### config.mk
export PLATFORM = sky130hd
export DESIGN_NAME = pcsu_top
export DESIGN_NICKNAME = d
export VERILOG_FILES = /design/src/design/pcsu_pkg.sv /design/src/design/pcsu_strap_if.sv /design/src/design/pcsu_top.sv /design/src/design/pcsu_strap_latch.sv
export VERILOG_INCLUDE_DIRS = /design/src /design/src/design
export SDC_FILE = /design/constraint.sdc
export NUM_CORES = 1
export LEC_CHECK = 0
export ABC_AREA = 1
export BUFFER_PORTS_ARGS = -buffer_cell sky130_fd_sc_hd__clkbuf_2
export CAP_MARGIN = 20
export CORE_ASPECT_RATIO = 1.75
export CORE_MARGIN = 2
export CORE_UTILIZATION = 40
export DETAILED_ROUTE_END_ITERATION = 7
export GPL_ROUTABILITY_DRIVEN = 1
export PLACE_DENSITY = 0.66
export REMOVE_ABC_BUFFERS = 1
export SLEW_MARGIN = 25
export SYNTH_ARGS = -nofsm -noshare
export SYNTH_HDL_FRONTEND = slang
export SYNTH_SLANG_ARGS = --single-unit
### constraint.sdc
create_clock -name clk -period 1.05 [get_ports clk]
set_input_delay 0.0525 -clock clk [delete_from_list [all_inputs] [get_ports clk]]
set_output_delay 0.0525 -clock clk [all_outputs]
set_load 0.05 [all_outputs]
### src/design/pcsu_cfg.svh
// Offsets, field positions, reset values and decode constants of the config block
`ifndef PCSU_CFG_SVH
`define PCSU_CFG_SVH

// Configuration offsets (byte addresses)
`define PCSU_OFF_RELOC      8'h14
`define PCSU_OFF_SUBSYS     8'h2c
`define PCSU_OFF_ROM        8'h30
`define PCSU_OFF_INT        8'h3c

// Writable masks per register
`define PCSU_RELOC_MMIO_WM  32'hfffffc00
`define PCSU_RELOC_BASE_WM  32'h0000fc00
`define PCSU_ROM_BASE_WM    32'hffff0000
`define PCSU_ROM_32K_WM     32'h00008000
`define PCSU_ROM_EN_WM      32'h00000001
`define PCSU_INT_LINE_WM    32'h000000ff
`define PCSU_ALL_WM         32'hffffffff

// Field positions
`define PCSU_ROM_32K_BIT    15
`define PCSU_ROM_EN_BIT     0
`define PCSU_INT_PIN_BIT    8

// Strap latch register bit positions
`define PCSU_SL_MMIO_BIT    7
`define PCSU_SL_ROM_BIT     4
`define PCSU_SL_32K_BIT     3
`define PCSU_SL_INT_BIT     1

// Reset values
`define PCSU_RST_ZERO       32'h00000000
`define PCSU_ROM_STRAP_RST  2'h3

// Legacy ROM window, address bits 31:16
`define PCSU_ROM_WIN_SEG    16'h000c

`endif

### src/design/pcsu_pkg.sv
// Types shared by the config block modules
package pcsu_pkg;

  // Register select, one-hot
  typedef enum logic [4:0] {
    PCSU_SEL_NONE   = 5'h01,
    PCSU_SEL_RELOC  = 5'h02,
    PCSU_SEL_SUBSYS = 5'h04,
    PCSU_SEL_ROM    = 5'h08,
    PCSU_SEL_INT    = 5'h10
  } pcsu_reg_sel_t;

endpackage

### src/design/pcsu_strap_if.sv
// Latched strap levels passed from the strap latch to the register logic
`timescale 1ns/100ps
interface pcsu_strap_if;
  logic reloc_en;
  logic mmio;
  logic rom_present;
  logic rom_32k;
  logic int_dis;

  modport source (output reloc_en, output mmio, output rom_present,
                  output rom_32k, output int_dis);
  modport user   (input reloc_en, input mmio, input rom_present,
                  input rom_32k, input int_dis);
endinterface

### src/design/pcsu_top.sv
// Upper PCI configuration registers with strap-controlled fields and decoders
`timescale 1ns/100ps
`include "pcsu_cfg.svh"

// Function
// - MMIO address is offset[31:10] plus port[9:0]
// - Relocatable 1K-byte I/O base matches AD[15:10]
// - Relocation enable bit is read-only strap copy
// - ROM base bits 31:16 locate 64K block
// - ROM strap loads base bits 19:18 ones
// - Bit 15 selects 32K only with strap
// - ROM enable read/write only with strap
// - ROM enable decodes C0000 and blocks DRAM
// - Interrupt pin field reads 01h without strap
// - Interrupt strap clears pin bit, disables request
// - Interrupt line is plain scratch byte
// - Registers decode at 14, 2C, 30, 3C
// - MMIO strap makes offset 31:10 writable
module pcsu_top
  import pcsu_pkg::*;
(
  input  wire logic        clk,
  input  wire logic        reset,
  input  wire logic [7:0]  cfg_addr,
  input  wire logic        cfg_wr,
  input  wire logic        cfg_rd,
  input  wire logic [3:0]  cfg_be,
  input  wire logic [31:0] cfg_wdata,
  output logic      [31:0] cfg_rdata,
  output logic             cfg_rd_valid,
  input  wire logic        ext_write_enable,
  input  wire logic        reloc_io_strap_pin,
  input  wire logic        mmio_strap_pin,
  input  wire logic        rom_present_strap_pin,
  input  wire logic        rom_size_strap_pin,
  input  wire logic        interrupt_strap_pin,
  input  wire logic [15:0] io_port_addr,
  input  wire logic [31:0] mem_addr,
  input  wire logic        irq_request,
  output logic [31:0]      mmio_mem_addr,
  output logic             reloc_io_hit,
  output logic             rom_window_hit,
  output logic             rom_base_hit,
  output logic             dram_cas_we_block,
  output logic             rom_bus_select,
  output logic             interrupt_request_out,
  output logic             interrupt_request_out_oe_n,
  output logic [7:0]       strap_latch_register
);

  pcsu_strap_if  straps ();
  pcsu_reg_sel_t sel;
  logic [31:0]   reloc_q;
  logic [31:0]   subsys_q;
  logic [31:0]   rom_q;
  logic [7:0]    int_line_q;
  logic [31:0]   reloc_wm;
  logic [31:0]   rom_wm;
  logic [31:0]   subsys_wm;
  logic [31:0]   reloc_rd;
  logic [31:0]   rom_rd;
  logic [31:0]   int_rd;
  logic [31:0]   next_rdata;
  logic          int_pin_bit;
  logic          reloc_active;
  logic          rom_enable;

  pcsu_strap_latch pcsu_strap_latch_inst (
    .clk                   (clk),
    .reset                 (reset),
    .reloc_io_strap_pin    (reloc_io_strap_pin),
    .mmio_strap_pin        (mmio_strap_pin),
    .rom_present_strap_pin (rom_present_strap_pin),
    .rom_size_strap_pin    (rom_size_strap_pin),
    .interrupt_strap_pin   (interrupt_strap_pin),
    .straps                (straps.source)
  );

  // Byte-lane merge limited to the writable bits
  function automatic logic [31:0] merge(input logic [31:0] old_v,
                                        input logic [31:0] wd,
                                        input logic [3:0]  be,
                                        input logic [31:0] wm);
    logic [31:0] m;
    m = {{8{be[3]}}, {8{be[2]}}, {8{be[1]}}, {8{be[0]}}} & wm;
    return (old_v & ~m) | (wd & m);
  endfunction

  // Offset decode
  always_comb
  begin
    case (cfg_addr)
      `PCSU_OFF_RELOC:  sel = PCSU_SEL_RELOC;
      `PCSU_OFF_SUBSYS: sel = PCSU_SEL_SUBSYS;
      `PCSU_OFF_ROM:    sel = PCSU_SEL_ROM;
      `PCSU_OFF_INT:    sel = PCSU_SEL_INT;
      default:          sel = PCSU_SEL_NONE;
    endcase
  end

  // Writable masks set by the straps and by ext_write_enable
  assign reloc_wm  = straps.mmio ? `PCSU_RELOC_MMIO_WM : `PCSU_RELOC_BASE_WM;
  assign rom_wm    = `PCSU_ROM_BASE_WM
                   | (straps.rom_32k ? `PCSU_ROM_32K_WM : `PCSU_RST_ZERO)
                   | (straps.rom_present ? `PCSU_ROM_EN_WM : `PCSU_RST_ZERO);
  assign subsys_wm = ext_write_enable ? `PCSU_ALL_WM : `PCSU_RST_ZERO;

  // Pin bit reads 1 unless the interrupt strap was present
  assign int_pin_bit  = ~straps.int_dis;
  assign rom_enable   = rom_q[`PCSU_ROM_EN_BIT];
  assign reloc_active = straps.reloc_en & ~straps.mmio;

  // Read views; low bits 9:1 and 14:1 reserved read zero
  assign reloc_rd = {reloc_q[31:10], 9'h000, straps.reloc_en};
  assign rom_rd   = {rom_q[31:15], 14'h0000, rom_q[`PCSU_ROM_EN_BIT]};
  assign int_rd   = {16'h0000, 7'h00, int_pin_bit, int_line_q};

  // Offset relocation register
  always_ff @(posedge clk)
  begin
    if (reset)
      reloc_q <= `PCSU_RST_ZERO;
    else if (cfg_wr && sel == PCSU_SEL_RELOC)
      reloc_q <= merge(reloc_q, cfg_wdata, cfg_be, reloc_wm);
  end

  // Subsystem identifiers, locked unless extension writes are enabled
  always_ff @(posedge clk)
  begin
    if (reset)
      subsys_q <= `PCSU_RST_ZERO;
    else if (cfg_wr && sel == PCSU_SEL_SUBSYS)
      subsys_q <= merge(subsys_q, cfg_wdata, cfg_be, subsys_wm);
  end

  // ROM base; pin sampled directly since reset here is synchronous
  always_ff @(posedge clk)
  begin
    if (reset)
    begin
      rom_q        <= `PCSU_RST_ZERO;
      rom_q[19:18] <= rom_present_strap_pin ? `PCSU_ROM_STRAP_RST : 2'h0;
    end
    else if (cfg_wr && sel == PCSU_SEL_ROM)
      rom_q <= merge(rom_q, cfg_wdata, cfg_be, rom_wm);
  end

  // Interrupt line scratch byte, no effect on the block
  always_ff @(posedge clk)
  begin
    if (reset)
      int_line_q <= 8'h00;
    else if (cfg_wr && sel == PCSU_SEL_INT && cfg_be[0])
      int_line_q <= cfg_wdata[7:0];
  end

  // Read mux; unmapped offsets return zero
  always_comb
  begin
    case (sel)
      PCSU_SEL_RELOC:  next_rdata = reloc_rd;
      PCSU_SEL_SUBSYS: next_rdata = subsys_q;
      PCSU_SEL_ROM:    next_rdata = rom_rd;
      PCSU_SEL_INT:    next_rdata = int_rd;
      default:         next_rdata = `PCSU_RST_ZERO;
    endcase
  end

  // Registered read answer, one cycle after the strobe
  always_ff @(posedge clk)
  begin
    if (reset)
    begin
      cfg_rdata    <= `PCSU_RST_ZERO;
      cfg_rd_valid <= 1'b0;
    end
    else
    begin
      cfg_rd_valid <= cfg_rd;
      if (cfg_rd)
        cfg_rdata <= next_rdata;
    end
  end

  // Memory-mapped I/O address: port bits 15:10 replaced by offset bits 31:10
  always_ff @(posedge clk)
  begin
    if (reset)
      mmio_mem_addr <= `PCSU_RST_ZERO;
    else
      mmio_mem_addr <= {reloc_q[31:10], io_port_addr[9:0]};
  end

  // Relocatable I/O range decode on AD[15:10]
  always_ff @(posedge clk)
  begin
    if (reset)
      reloc_io_hit <= 1'b0;
    else
      reloc_io_hit <= reloc_active && io_port_addr[15:10] == reloc_q[15:10];
  end

  // ROM decode; 32K mode widens the compare to bit 15
  always_ff @(posedge clk)
  begin
    if (reset)
    begin
      rom_window_hit <= 1'b0;
      rom_base_hit   <= 1'b0;
    end
    else
    begin
      rom_window_hit <= rom_enable && mem_addr[31:16] == `PCSU_ROM_WIN_SEG;
      if (rom_q[`PCSU_ROM_32K_BIT])
        rom_base_hit <= rom_enable && mem_addr[31:15] == rom_q[31:15];
      else
        rom_base_hit <= rom_enable && mem_addr[31:16] == rom_q[31:16];
    end
  end

  // ROM enable takes over the memory pins and holds CAS/WE high
  always_ff @(posedge clk)
  begin
    if (reset)
    begin
      dram_cas_we_block <= 1'b0;
      rom_bus_select    <= 1'b0;
    end
    else
    begin
      dram_cas_we_block <= rom_enable;
      rom_bus_select    <= rom_enable;
    end
  end

  // Open-drain request; never driven while the pin bit is cleared
  always_ff @(posedge clk)
  begin
    if (reset)
    begin
      interrupt_request_out      <= 1'b0;
      interrupt_request_out_oe_n <= 1'b1;
    end
    else
    begin
      interrupt_request_out      <= 1'b0;
      interrupt_request_out_oe_n <= ~(irq_request & int_pin_bit);
    end
  end

  // Strap latch view for the extension register block
  always_ff @(posedge clk)
  begin
    strap_latch_register <= {straps.mmio, 2'h0, straps.rom_present,
                             straps.rom_32k, 1'b0, straps.int_dis, 1'b0};
  end
endmodule // pcsu_top

### src/design/pcsu_strap_latch.sv
// Strap sampler that holds pin levels from reset to the next reset
`timescale 1ns/100ps
module pcsu_strap_latch
  import pcsu_pkg::*;
(
  input  wire logic   clk,
  input  wire logic   reset,
  input  wire logic   reloc_io_strap_pin,
  input  wire logic   mmio_strap_pin,
  input  wire logic   rom_present_strap_pin,
  input  wire logic   rom_size_strap_pin,
  input  wire logic   interrupt_strap_pin,
  pcsu_strap_if.source straps
);

  // Sample while reset is held, freeze after release
  always_ff @(posedge clk)
  begin
    if (reset)
    begin
      straps.reloc_en    <= reloc_io_strap_pin;
      straps.mmio        <= mmio_strap_pin;
      straps.rom_present <= rom_present_strap_pin;
      straps.rom_32k     <= rom_size_strap_pin;
      straps.int_dis     <= interrupt_strap_pin;
    end
  end
endmodule // pcsu_strap_latch

==> results of run 1 <==
## final cells by class
cell class                 count  area (sq um)  area share, %
timing repair buffer         275          2202          23.32
antenna                        1         2.502        0.02650
inverter                      94         352.8          3.736
sequential                   159          3256          34.47
clock inverter                11         147.6          1.563
clock buffer                  21         503.0          5.326
tap                          189         236.5          2.504
multi-input combinational    574          2744          29.05
## synthesized netlist by cell type (all sizes together)
master   number
nand2       178
nor2        160
dfxtp       152
inv          94
a21oi        76
nand3        56
o21ai        55
clkbuf       25
buf          24
nand4        18
edfxtp        7
xnor2         6
xor2          5
nor3          3
a211oi        2
o211ai        2
o22ai         2
o31ai         2
or2           2
conb          1
o2111ai       1
o221ai        1
## what timing repair did
item / in CTS / in global routing
gates resized for setup: 84 / 64
hold buffers: 70 / 0
setup endpoints to repair: 79 / 63
endpoints found under the hold margin: 98 / 0
buffers inserted: 0 / 2
pin swaps: 2 / 7
## per-stage QoR
stage | hold WS, ps | setup TNS (ps) | instance area (sq um) | power, uW
final | 42.30 | -18.49 | 9444 | 14110
after global routing | 27.49 | -737.8 | 9444 | 14550
after CTS | 30.90 | -12.05 | 9345 | 14180
after detailed placement | 210.5 | -26110 | 7750 | 7240
after global placement | 214.5 | -24140 | 7750 | 7236
after floorplan | 121.2 | -31920 | 6280 | 6687
## worst min-delay path: stages
cell and delay [ps]:
buf_4 160, nor2_4 70, buf_4 120
## worst max-delay path by stage
stage	startpoint	endpoint	slack, ps
6_report	flip-flop	rom_base_hit	-10
5_1_grt	flip-flop	rom_base_hit	-110
4_1_cts	rom_q[18]	rom_base_hit	-10
3_5_place_dp	cfg_addr[7]	flip-flop	-350
3_3_place_gp	cfg_addr[7]	flip-flop	-340
2_1_floorplan	cfg_addr[7]	flip-flop	-410
## metal layers
layer | vias to the layer above | part of all wire, % | track usage, %
li1 | 3246 | - | -
met1 | 3000 | 38 | 24.71
met2 | 168 | 56 | 42.56
met3 | 41 | 3.3 | 2.870
met4 | 0 | 3.0 | 9.817
met5 | - | 0 | 0
## where the power goes
| part | switching, uW | internal, uW |
|---|---|---|
| clock | 2570 | 4170 |
| sequential | 31.8 | 6140 |
| combinational | 694 | 501 |
| total | 3290 | 10800 |
## cells by family after synthesis
| family | Yosys count | synth area share [%] |
|---|---|---|
| simple gates | 417 | 28.07 |
| other cells | 1 | 0.05759 |
| xor+xnor | 11 | 1.480 |
| flops | 159 | 49.96 |
| buf+inv | 143 | 9.204 |
| compound gates | 141 | 11.22 |
==> run metrics, run 1 <==
outcome finished with violations; failing checks setup timing; post-route clock period utilization 101.4%; Root Buffer clkbuf_16; Critical Path Start Type flip-flop; DR pass1 iterations 5; WP buf/inv 0; final WL 19.46 mm; Critical Path Fanout Max 3; final slew viol count 0; largest net degree at the start of global routing 47; Num CTS Buffers 17; Syn Area/Cell 7.467 sq um; commonest non-fill, non-tap cell in the layout nand2_1; VDD IR max 0.001020 V; initial antenna violation count 1; hpwl dp 13.63 mm; H-tree Lvls 4; vias per cell 4.875; CTS tree done; clock slew at reported path FFs 60 ps; RD Place Congestion 0.9240; CP Data Required Time 1400 ps; Final setup violation count 3; PnR worst setup slack -14.26 ps; sequential area share after synthesis 49.96%; Non-Filler Instances 1324; synthesized instance count 872; Fin Clk Skew 7.529 ps; share of the synthesized area in the top cell type 46.73%; worst path cell trace xor2_1 > a211oi_1 > nand3_1 > nor2_2; Levels on crit path 4; routed vias 6455; warnings from Yosys 0; initial DRC count 248; Reg2Reg Capture Point rom_base_hit; IO Pins 183; Worst R2R Setup Slack -10 ps; Worst-Skew Late Latency 420 ps; Initial Utilization 40.82%; global-route wire length before repair 30.96 mm; Pwr Density 1494 mW/mm^2; number of global-route vias before repair 6262; Hold Path End rom_bus_select; core footprint 0.01595 sq mm; commonest cells after routing, fill and taps aside 159 x nand2_1, 150 x dfxtp_1, 149 x nor2_1, 90 x inv_1, 86 x clkbuf_2; Max Freq 939.6 MHz; layout cells sized above 1 25.04%; Crit-path slowest cell dfxtp_1; critical path class reg2reg; # DRC 0; Die Area 0.01735 sq mm; FILL cells 1475; Clock Tree Buf Depth 2; Port Buffers 162; Final Util 59.20%; min Tclk post-route 1064 ps; delay-heaviest family, CP flip-flops; row cnt 61; Arr. time, crit path 1410 ps; Setup WS pre-CTS -354.3 ps; largest area contributor in the netlist dfxtp_1; CTS sink count 159; Worst R2R Path Depth 4; Syn Std Cell Area 0.006511 sq mm; area grow syn2layout 45.04%; final hold vios 0; min-delay src reset; Worst Hold Class in2reg; Die Ht 172.8 microns; critical path capture point type flip-flop; die extent in x 100.4 microns; Leak 0.004298 uW; Max stage delay on crit path 330 ps; Total Routing Usage GR 22.67%; Routed Antenna Nets 0; Yosys reg bits 159; total of max-cap violations 0; fin nets 1224; RSZ-0062 raised after global routing yes; GR Overflow Total 0; placed cell count 1219; Yosys cell types 33; WL/cell 14.70 microns; Hold Crit Depth 3; top cells by area, synth dfxtp_1 47%, nand2_1 9.8%, nor2_1 8.8%
No activity file was read; power rests on OpenSTA's default activity.
==> run 2, diff against run 1 <==
--- a/config.mk
+++ b/config.mk
@@ -14,9 +14,8 @@
 export CORE_UTILIZATION = 40
 export DETAILED_ROUTE_END_ITERATION = 7
 export GPL_ROUTABILITY_DRIVEN = 1
-export PLACE_DENSITY = 0.66
+export PLACE_DENSITY_LB_ADDON = 0.2
 export REMOVE_ABC_BUFFERS = 1
-export SLEW_MARGIN = 25
 export SYNTH_ARGS = -nofsm -noshare
 export SYNTH_HDL_FRONTEND = slang
 export SYNTH_SLANG_ARGS = --single-unit
==> run 2 against run 1 <==
The run still ends with setup timing left. Highest routed layer unchanged. Die area unchanged. Clock skew up 1.7 ps. Final cell count up 1.1%. First-iteration DRC count up 10%. Largest power group unchanged. Register-to-register slack worse by 20 ps.
==> run metrics, run 2 (synthesis results as in run 1) <==
post-route clock period utilization 102.9% (was 101.4%); Worst Hold Class in2reg (unchanged); DP Area 0.007782 sq mm (was 0.007750 sq mm); critical path class reg2reg (unchanged); cell internal pwr 10080 uW (was 10820 uW); final hold vios 0 (unchanged); DR pass1 iterations 4 (was 5); commonest non-fill, non-tap cell in the layout nand2_1 (unchanged); initial DRC count 274 (was 248); Die Area 0.01735 sq mm (unchanged); fin nets 1240 (was 1224); clock slew at reported path FFs 70 ps (was 60 ps); Clk pwr share 45.7% (was 47.8%); Crit-path slowest cell edfxtp_1 (was dfxtp_1); Metal-1 WL 7.517 mm (was 7.331 mm); switch share 25.77% (was 23.34%); die extent in x 100.4 microns (unchanged); CP Data Required Time 1370 ps (was 1400 ps); Pwr Density 1398 mW/mm^2 (was 1494 mW/mm^2); Antenna Cells 0 (was 1); failing checks setup timing (unchanged); min Tclk post-route 1080 ps (was 1064 ps); RD Place Congestion 0.8684 (was 0.9240); Die Ht 172.8 microns (unchanged); row cnt 61 (unchanged); WL/cell 14.69 microns (was 14.70 microns); Worst-Skew Late Latency 430 ps (was 420 ps); Setup WS pre-CTS -320.6 ps (was -354.3 ps); Initial Utilization 40.82% (unchanged); WL met2 10.75 mm (was 10.89 mm); Final Util 60.90% (was 59.20%); worst path cell trace buf_6 > nand3_4 > clkbuf_16 > nand2_1 > nand2_1 > nor2_1 (was xor2_1 > a211oi_1 > nand3_1 > nor2_2); Final setup violation count 5 (was 3); critical path capture point type flip-flop (unchanged); CTS sink count 159 (unchanged); final WL 19.67 mm (was 19.46 mm); Root Buffer clkbuf_16 (unchanged); core footprint 0.01595 sq mm (unchanged); VDD IR max 0.0009492 V (was 0.001020 V); combinational power share 9.0% (was 8.5%); Worst path most repeated cell nand2_1; total of max-cap violations 0 (unchanged); # DRC 0 (unchanged); outcome finished with violations (unchanged); Critical Path Start Type flip-flop (unchanged); IO Pins 183 (unchanged); final slew viol count 0 (unchanged); vias per cell 4.814 (was 4.875); H-tree Lvls 4 (unchanged); Total Routing Usage GR 22.89% (was 22.67%); Leak 0.004399 uW (was 0.004298 uW); largest net degree at the start of global routing 47 (unchanged); wire length on met3 802 microns (was 642 microns); routed vias 6446 (was 6455); global-route wire length before repair 31.17 mm (was 30.96 mm); Worst R2R Path Depth 6 (was 4); commonest cells after routing, fill and taps aside 156 x nand2_1, 150 x nor2_1, 143 x dfxtp_1, 89 x inv_1, 85 x clkbuf_2 (was 159 x nand2_1, 150 x dfxtp_1, 149 x nor2_1, 90 x inv_1, 86 x clkbuf_2); CTS tree done (unchanged); Levels on crit path 6 (was 4); initial antenna violation count 0 (was 1); Routed Antenna Nets 0 (unchanged); RSZ-0062 raised after global routing yes (unchanged); Num CTS Buffers 17 (unchanged); number of global-route vias before repair 6373 (was 6262); Max stage delay on crit path 410 ps (was 330 ps); area grow syn2layout 49.19% (was 45.04%); Max Freq 926.0 MHz (was 939.6 MHz); WP buf/inv 2 (was 0); Hold Crit Depth 4 (was 3); design area 0.009714 sq mm (was 0.009444 sq mm); sequential share of power 45.4% (was 43.7%); top layer reached by signal wires met4 (unchanged); layout cells sized above 1 26.52% (was 25.04%); Net Sw Power 3500 uW (was 3293 uW); Tot Pwr 13580 uW (was 14110 uW); Critical Path Fanout Max 8 (was 3); PnR worst setup slack -29.97 ps (was -14.26 ps); GR Overflow Total 0 (unchanged); hpwl dp 13.13 mm (was 13.63 mm); Clock Tree Buf Depth 2 (unchanged); TNS Setup -107.5 ps (was -18.49 ps); Fin Clk Skew 9.233 ps (was 7.529 ps); Arr. time, crit path 1400 ps (was 1410 ps); Port Buffers 162 (unchanged); delay-heaviest family, CP flip-flops (unchanged)
run 2: metal layers:
layer | global-route usage [%] | vias to the layer above
li1 | - | 3289
met1 | 25.28 | 2934
met2 | 42.03 | 186
met3 | 4.123 | 37
met4 | 9.418 | 0
met5 | 0 | -
run 2: area by class of cell:
type                            instances  area (sq um)
Tap cell                              189         236.5
Clock inverter                         14         147.6
Clock buffer                           18         439.2
Sequential cell                       159          3264
Multi-Input combinational cell        574          2746
Fill cell                            1493          6237
Timing Repair Buffer                  291          2527
Inverter                               94         352.8
run 2: what timing repair did:
item,4_1_cts,5_1_grt
pin swaps,3,13
setup endpoints to repair,79,76
buffers inserted,2,5
hold endpoints to repair,101,0
resized for setup,114,78
hold buffers,72,0
gates cloned,0,3
run 2: tightest hold or removal path, cell delays in order:
cell	delay, ps
clkbuf_2	130
nand3_1	120
nor2_1	50
nor2_1	80
run 2: through the flow:
| stage | cells | hold slack, ps |
|---|---|---|
| 2_1_floorplan | 827 | 121.2 |
| 3_3_place_gp | 1225 | 215.0 |
| 3_5_place_dp | 1225 | 222.3 |
| 4_1_cts | 1331 | 8.431 |
| 5_1_grt | 1339 | 46.07 |
| 6_report | 1339 | 30.37 |
run 2: worst paths after layout:
kind / start / endpoint / slack (ps)
worst max-delay path: pcsu_strap_latch_inst.straps.mmio / flip-flop / -30
worst min-delay path: cfg_be[1] / flip-flop / 30
worst max register to register: pcsu_strap_latch_inst.straps.mmio / flip-flop / -30
worst min register to register: pcsu_strap_latch_inst.straps.rom_present / strap_latch_register[4] / 400
run 2: power by group through the flow:
stage	combinational (uW)	clock [uW]	sequential, uW
after floorplan	252	0	6430
after global placement	940	0	6300
after detailed placement	943	0	6310
after CTS	1190	6330	6170
after global routing	1300	6580	6170
final	1220	6200	6170
==> run 3, diff against run 2 <==
--- a/config.mk
+++ b/config.mk
@@ -12,8 +12,10 @@
 export CORE_ASPECT_RATIO = 1.75
 export CORE_MARGIN = 2
 export CORE_UTILIZATION = 40
+export CTS_CLUSTER_DIAMETER = 40
 export DETAILED_ROUTE_END_ITERATION = 7
 export GPL_ROUTABILITY_DRIVEN = 1
+export MAX_ROUTING_LAYER = met4
 export PLACE_DENSITY_LB_ADDON = 0.2
 export REMOVE_ABC_BUFFERS = 1
 export SYNTH_ARGS = -nofsm -noshare
==> run 3 against run 2 <==
The flow still finishes with violations (setup timing). Largest power group unchanged. Sequential share of layout area rose by 0.070 points. Die area unchanged. Critical path type unchanged. Clock power is essentially flat.
==> run metrics, run 3 (synthesis results as in run 1) <==
outcome finished with violations (unchanged); failing checks setup timing (unchanged); Crit-path slowest cell edfxtp_1 (unchanged); routed vias 6438 (was 6446); commonest non-fill, non-tap cell in the layout nand2_1 (unchanged); Critical Path Fanout Max 8 (unchanged); min Tclk post-route 1080 ps (about the same); Hold Slack 27.31 ps (was 30.37 ps); Worst-Skew Late Latency 430 ps (about the same); design area 0.009683 sq mm (was 0.009714 sq mm); row cnt 61 (unchanged); post-route clock period utilization 102.8% (was 102.9%); initial antenna violation count 0 (unchanged); Max stage delay on crit path 410 ps (about the same); Die Ht 172.8 microns (unchanged); FILL cells 1496 (was 1493); die extent in x 100.4 microns (unchanged); Arr. time, crit path 1400 ps (about the same); Critical Path Start Type flip-flop (unchanged); Final setup violation count 5 (unchanged); CTS sink count 159 (unchanged); CP Data Required Time 1370 ps (about the same); commonest cells after routing, fill and taps aside 158 x nand2_1, 150 x nor2_1, 146 x dfxtp_1, 89 x inv_1, 85 x clkbuf_2 (was 156 x nand2_1, 150 x nor2_1, 143 x dfxtp_1, 89 x inv_1, 85 x clkbuf_2); cell internal pwr 10080 uW (about the same); final WL 19.71 mm (was 19.67 mm); RD Place Congestion 0.8826 (was 0.8684); Fin Clk Skew 9.106 ps (was 9.233 ps); Pwr Density 1405 mW/mm^2 (was 1398 mW/mm^2); Worst Hold Class in2reg (unchanged); TNS Setup -101.3 ps (was -107.5 ps); critical path class reg2reg (unchanged); # DRC 0 (unchanged); Worst R2R Path Depth 6 (unchanged); H-tree Lvls 4 (unchanged); RSZ-0062 raised after global routing yes (unchanged); PnR worst setup slack -29.69 ps (was -29.97 ps); fin nets 1238 (was 1240); final slew viol count 0 (unchanged); Hold Crit Depth 4 (unchanged); Clock Tree Buf Depth 2 (unchanged); Total Routing Usage GR 23.54% (was 22.89%); number of global-route vias before repair 6381 (was 6373); VDD IR max 0.0009556 V (was 0.0009492 V); sequential share of power 45.3% (was 45.4%); worst path cell trace buf_6 > nand3_4 > clkbuf_16 > nand2_1 > nand2_1 > nor2_1 (unchanged); Setup WS pre-CTS -320.6 ps (unchanged); Worst path most repeated cell nand2_1 (unchanged); IO Pins 183 (unchanged); global-route wire length before repair 31.13 mm (was 31.17 mm); Clk pwr share 45.7% (about the same); clock slew at reported path FFs 70 ps (about the same); Initial Utilization 40.82% (unchanged); Net Sw Power 3517 uW (was 3500 uW); final hold vios 0 (unchanged); area grow syn2layout 48.71% (was 49.19%); Port Buffers 162 (unchanged); switch share 25.86% (was 25.77%); layout cells sized above 1 26.05% (was 26.52%); total of max-cap violations 0 (unchanged); Multi-input gate area 0.002745 sq mm (was 0.002746 sq mm); delay-heaviest family, CP flip-flops (unchanged); GR Overflow Total 0 (unchanged); Antenna Cells 0 (unchanged); Root Buffer clkbuf_16 (unchanged); CTS tree done (unchanged); min-delay src cfg_be[1] (unchanged); DP Area 0.007782 sq mm (unchanged); Leak 0.004386 uW (was 0.004399 uW); Final Util 60.70% (was 60.90%); core footprint 0.01595 sq mm (unchanged); Routed Antenna Nets 0 (unchanged); Die Area 0.01735 sq mm (unchanged); Num CTS Buffers 17 (unchanged); initial DRC count 285 (was 274); largest net degree at the start of global routing 47 (unchanged); critical path capture point type flip-flop (unchanged); combinational power share 9.0% (about the same); WL/cell 14.74 microns (was 14.69 microns); Max Freq 926.2 MHz (was 926.0 MHz); Reg area 0.003261 sq mm (was 0.003264 sq mm); reg2reg start pcsu_strap_latch_inst.straps.mmio (unchanged); vias per cell 4.815 (was 4.814); hpwl dp 13.13 mm (unchanged); DR pass1 iterations 6 (was 4); Worst R2R Setup Slack -30 ps (about the same); WP buf/inv 2 (unchanged)
-- run 3: cell count changes in the layout (fill, tap and decap cells not counted), moves of 2 or more --
cell      before  now
buf_4         64   58
buf_8         17   13
clkbuf_4      23   27
clkbuf_8      16   20
dfxtp_1      143  146
dfxtp_2        9    6
o21ai_0       44   41
nand2_1      156  158
nand2_2       19   17
o21ai_1       11   13
-- run 3: tightest hold or removal path: cells and delay by family --
family	cells	cell delay (ps)
buf+inv	1	130
simple gates	3	250
-- run 3: final cells by class --
cell class,count,share of cell area [%]
sequential,159,33.67
multi-input combinational,574,28.35
timing repair buffer,289,25.83
clock buffer,18,4.535
inverter,94,3.644
tap,189,2.442
clock inverter,14,1.525
-- run 3: per-stage QoR --
step | power (uW) | std cells
floorplan | 6687 | 827
global placement | 7244 | 1225
detailed placement | 7249 | 1225
CTS | 13680 | 1331
global route | 14040 | 1337
finish | 13600 | 1337
-- run 3: worst max-delay path by stage --
stage / end / cells after the start / from / slack (ps)
after floorplan: flip-flop / 9 / cfg_addr[7] / -410
after global placement: flip-flop / 9 / cfg_addr[7] / -280
after detailed placement: flip-flop / 9 / cfg_addr[7] / -320
after CTS: reloc_io_hit / 4 / pcsu_strap_latch_inst.straps.mmio / -20
after global routing: rom_base_hit / 6 / rom_q[19] / -80
final: flip-flop / 6 / pcsu_strap_latch_inst.straps.mmio / -30
-- run 3: timing repair --
item	CTS	global route
hold buffers	72	0
setup buffers	2	3
pin swaps	3	12
hold endpoints to repair	101	0
setup endpoints to repair	79	68
cloned	0	3
resized for setup	114	66
-- run 3: routing by layer --
layer  part of all wire [%]  GRT usage, %  up-vias
li1                       -             -     3280
met1                     39         25.51     2940
met2                     54         41.95      180
met3                    3.8         3.314       38
met4                    3.1         10.10        0
met5                      0             -        -
-- run 3: power by group through the flow --
stage / clock network [uW] / logic [uW] / registers (uW)
floorplan: 0 / 252 / 6430
global placement: 0 / 940 / 6300
detailed placement: 0 / 943 / 6310
CTS: 6330 / 1190 / 6170
global route: 6560 / 1300 / 6170
finish: 6220 / 1220 / 6160
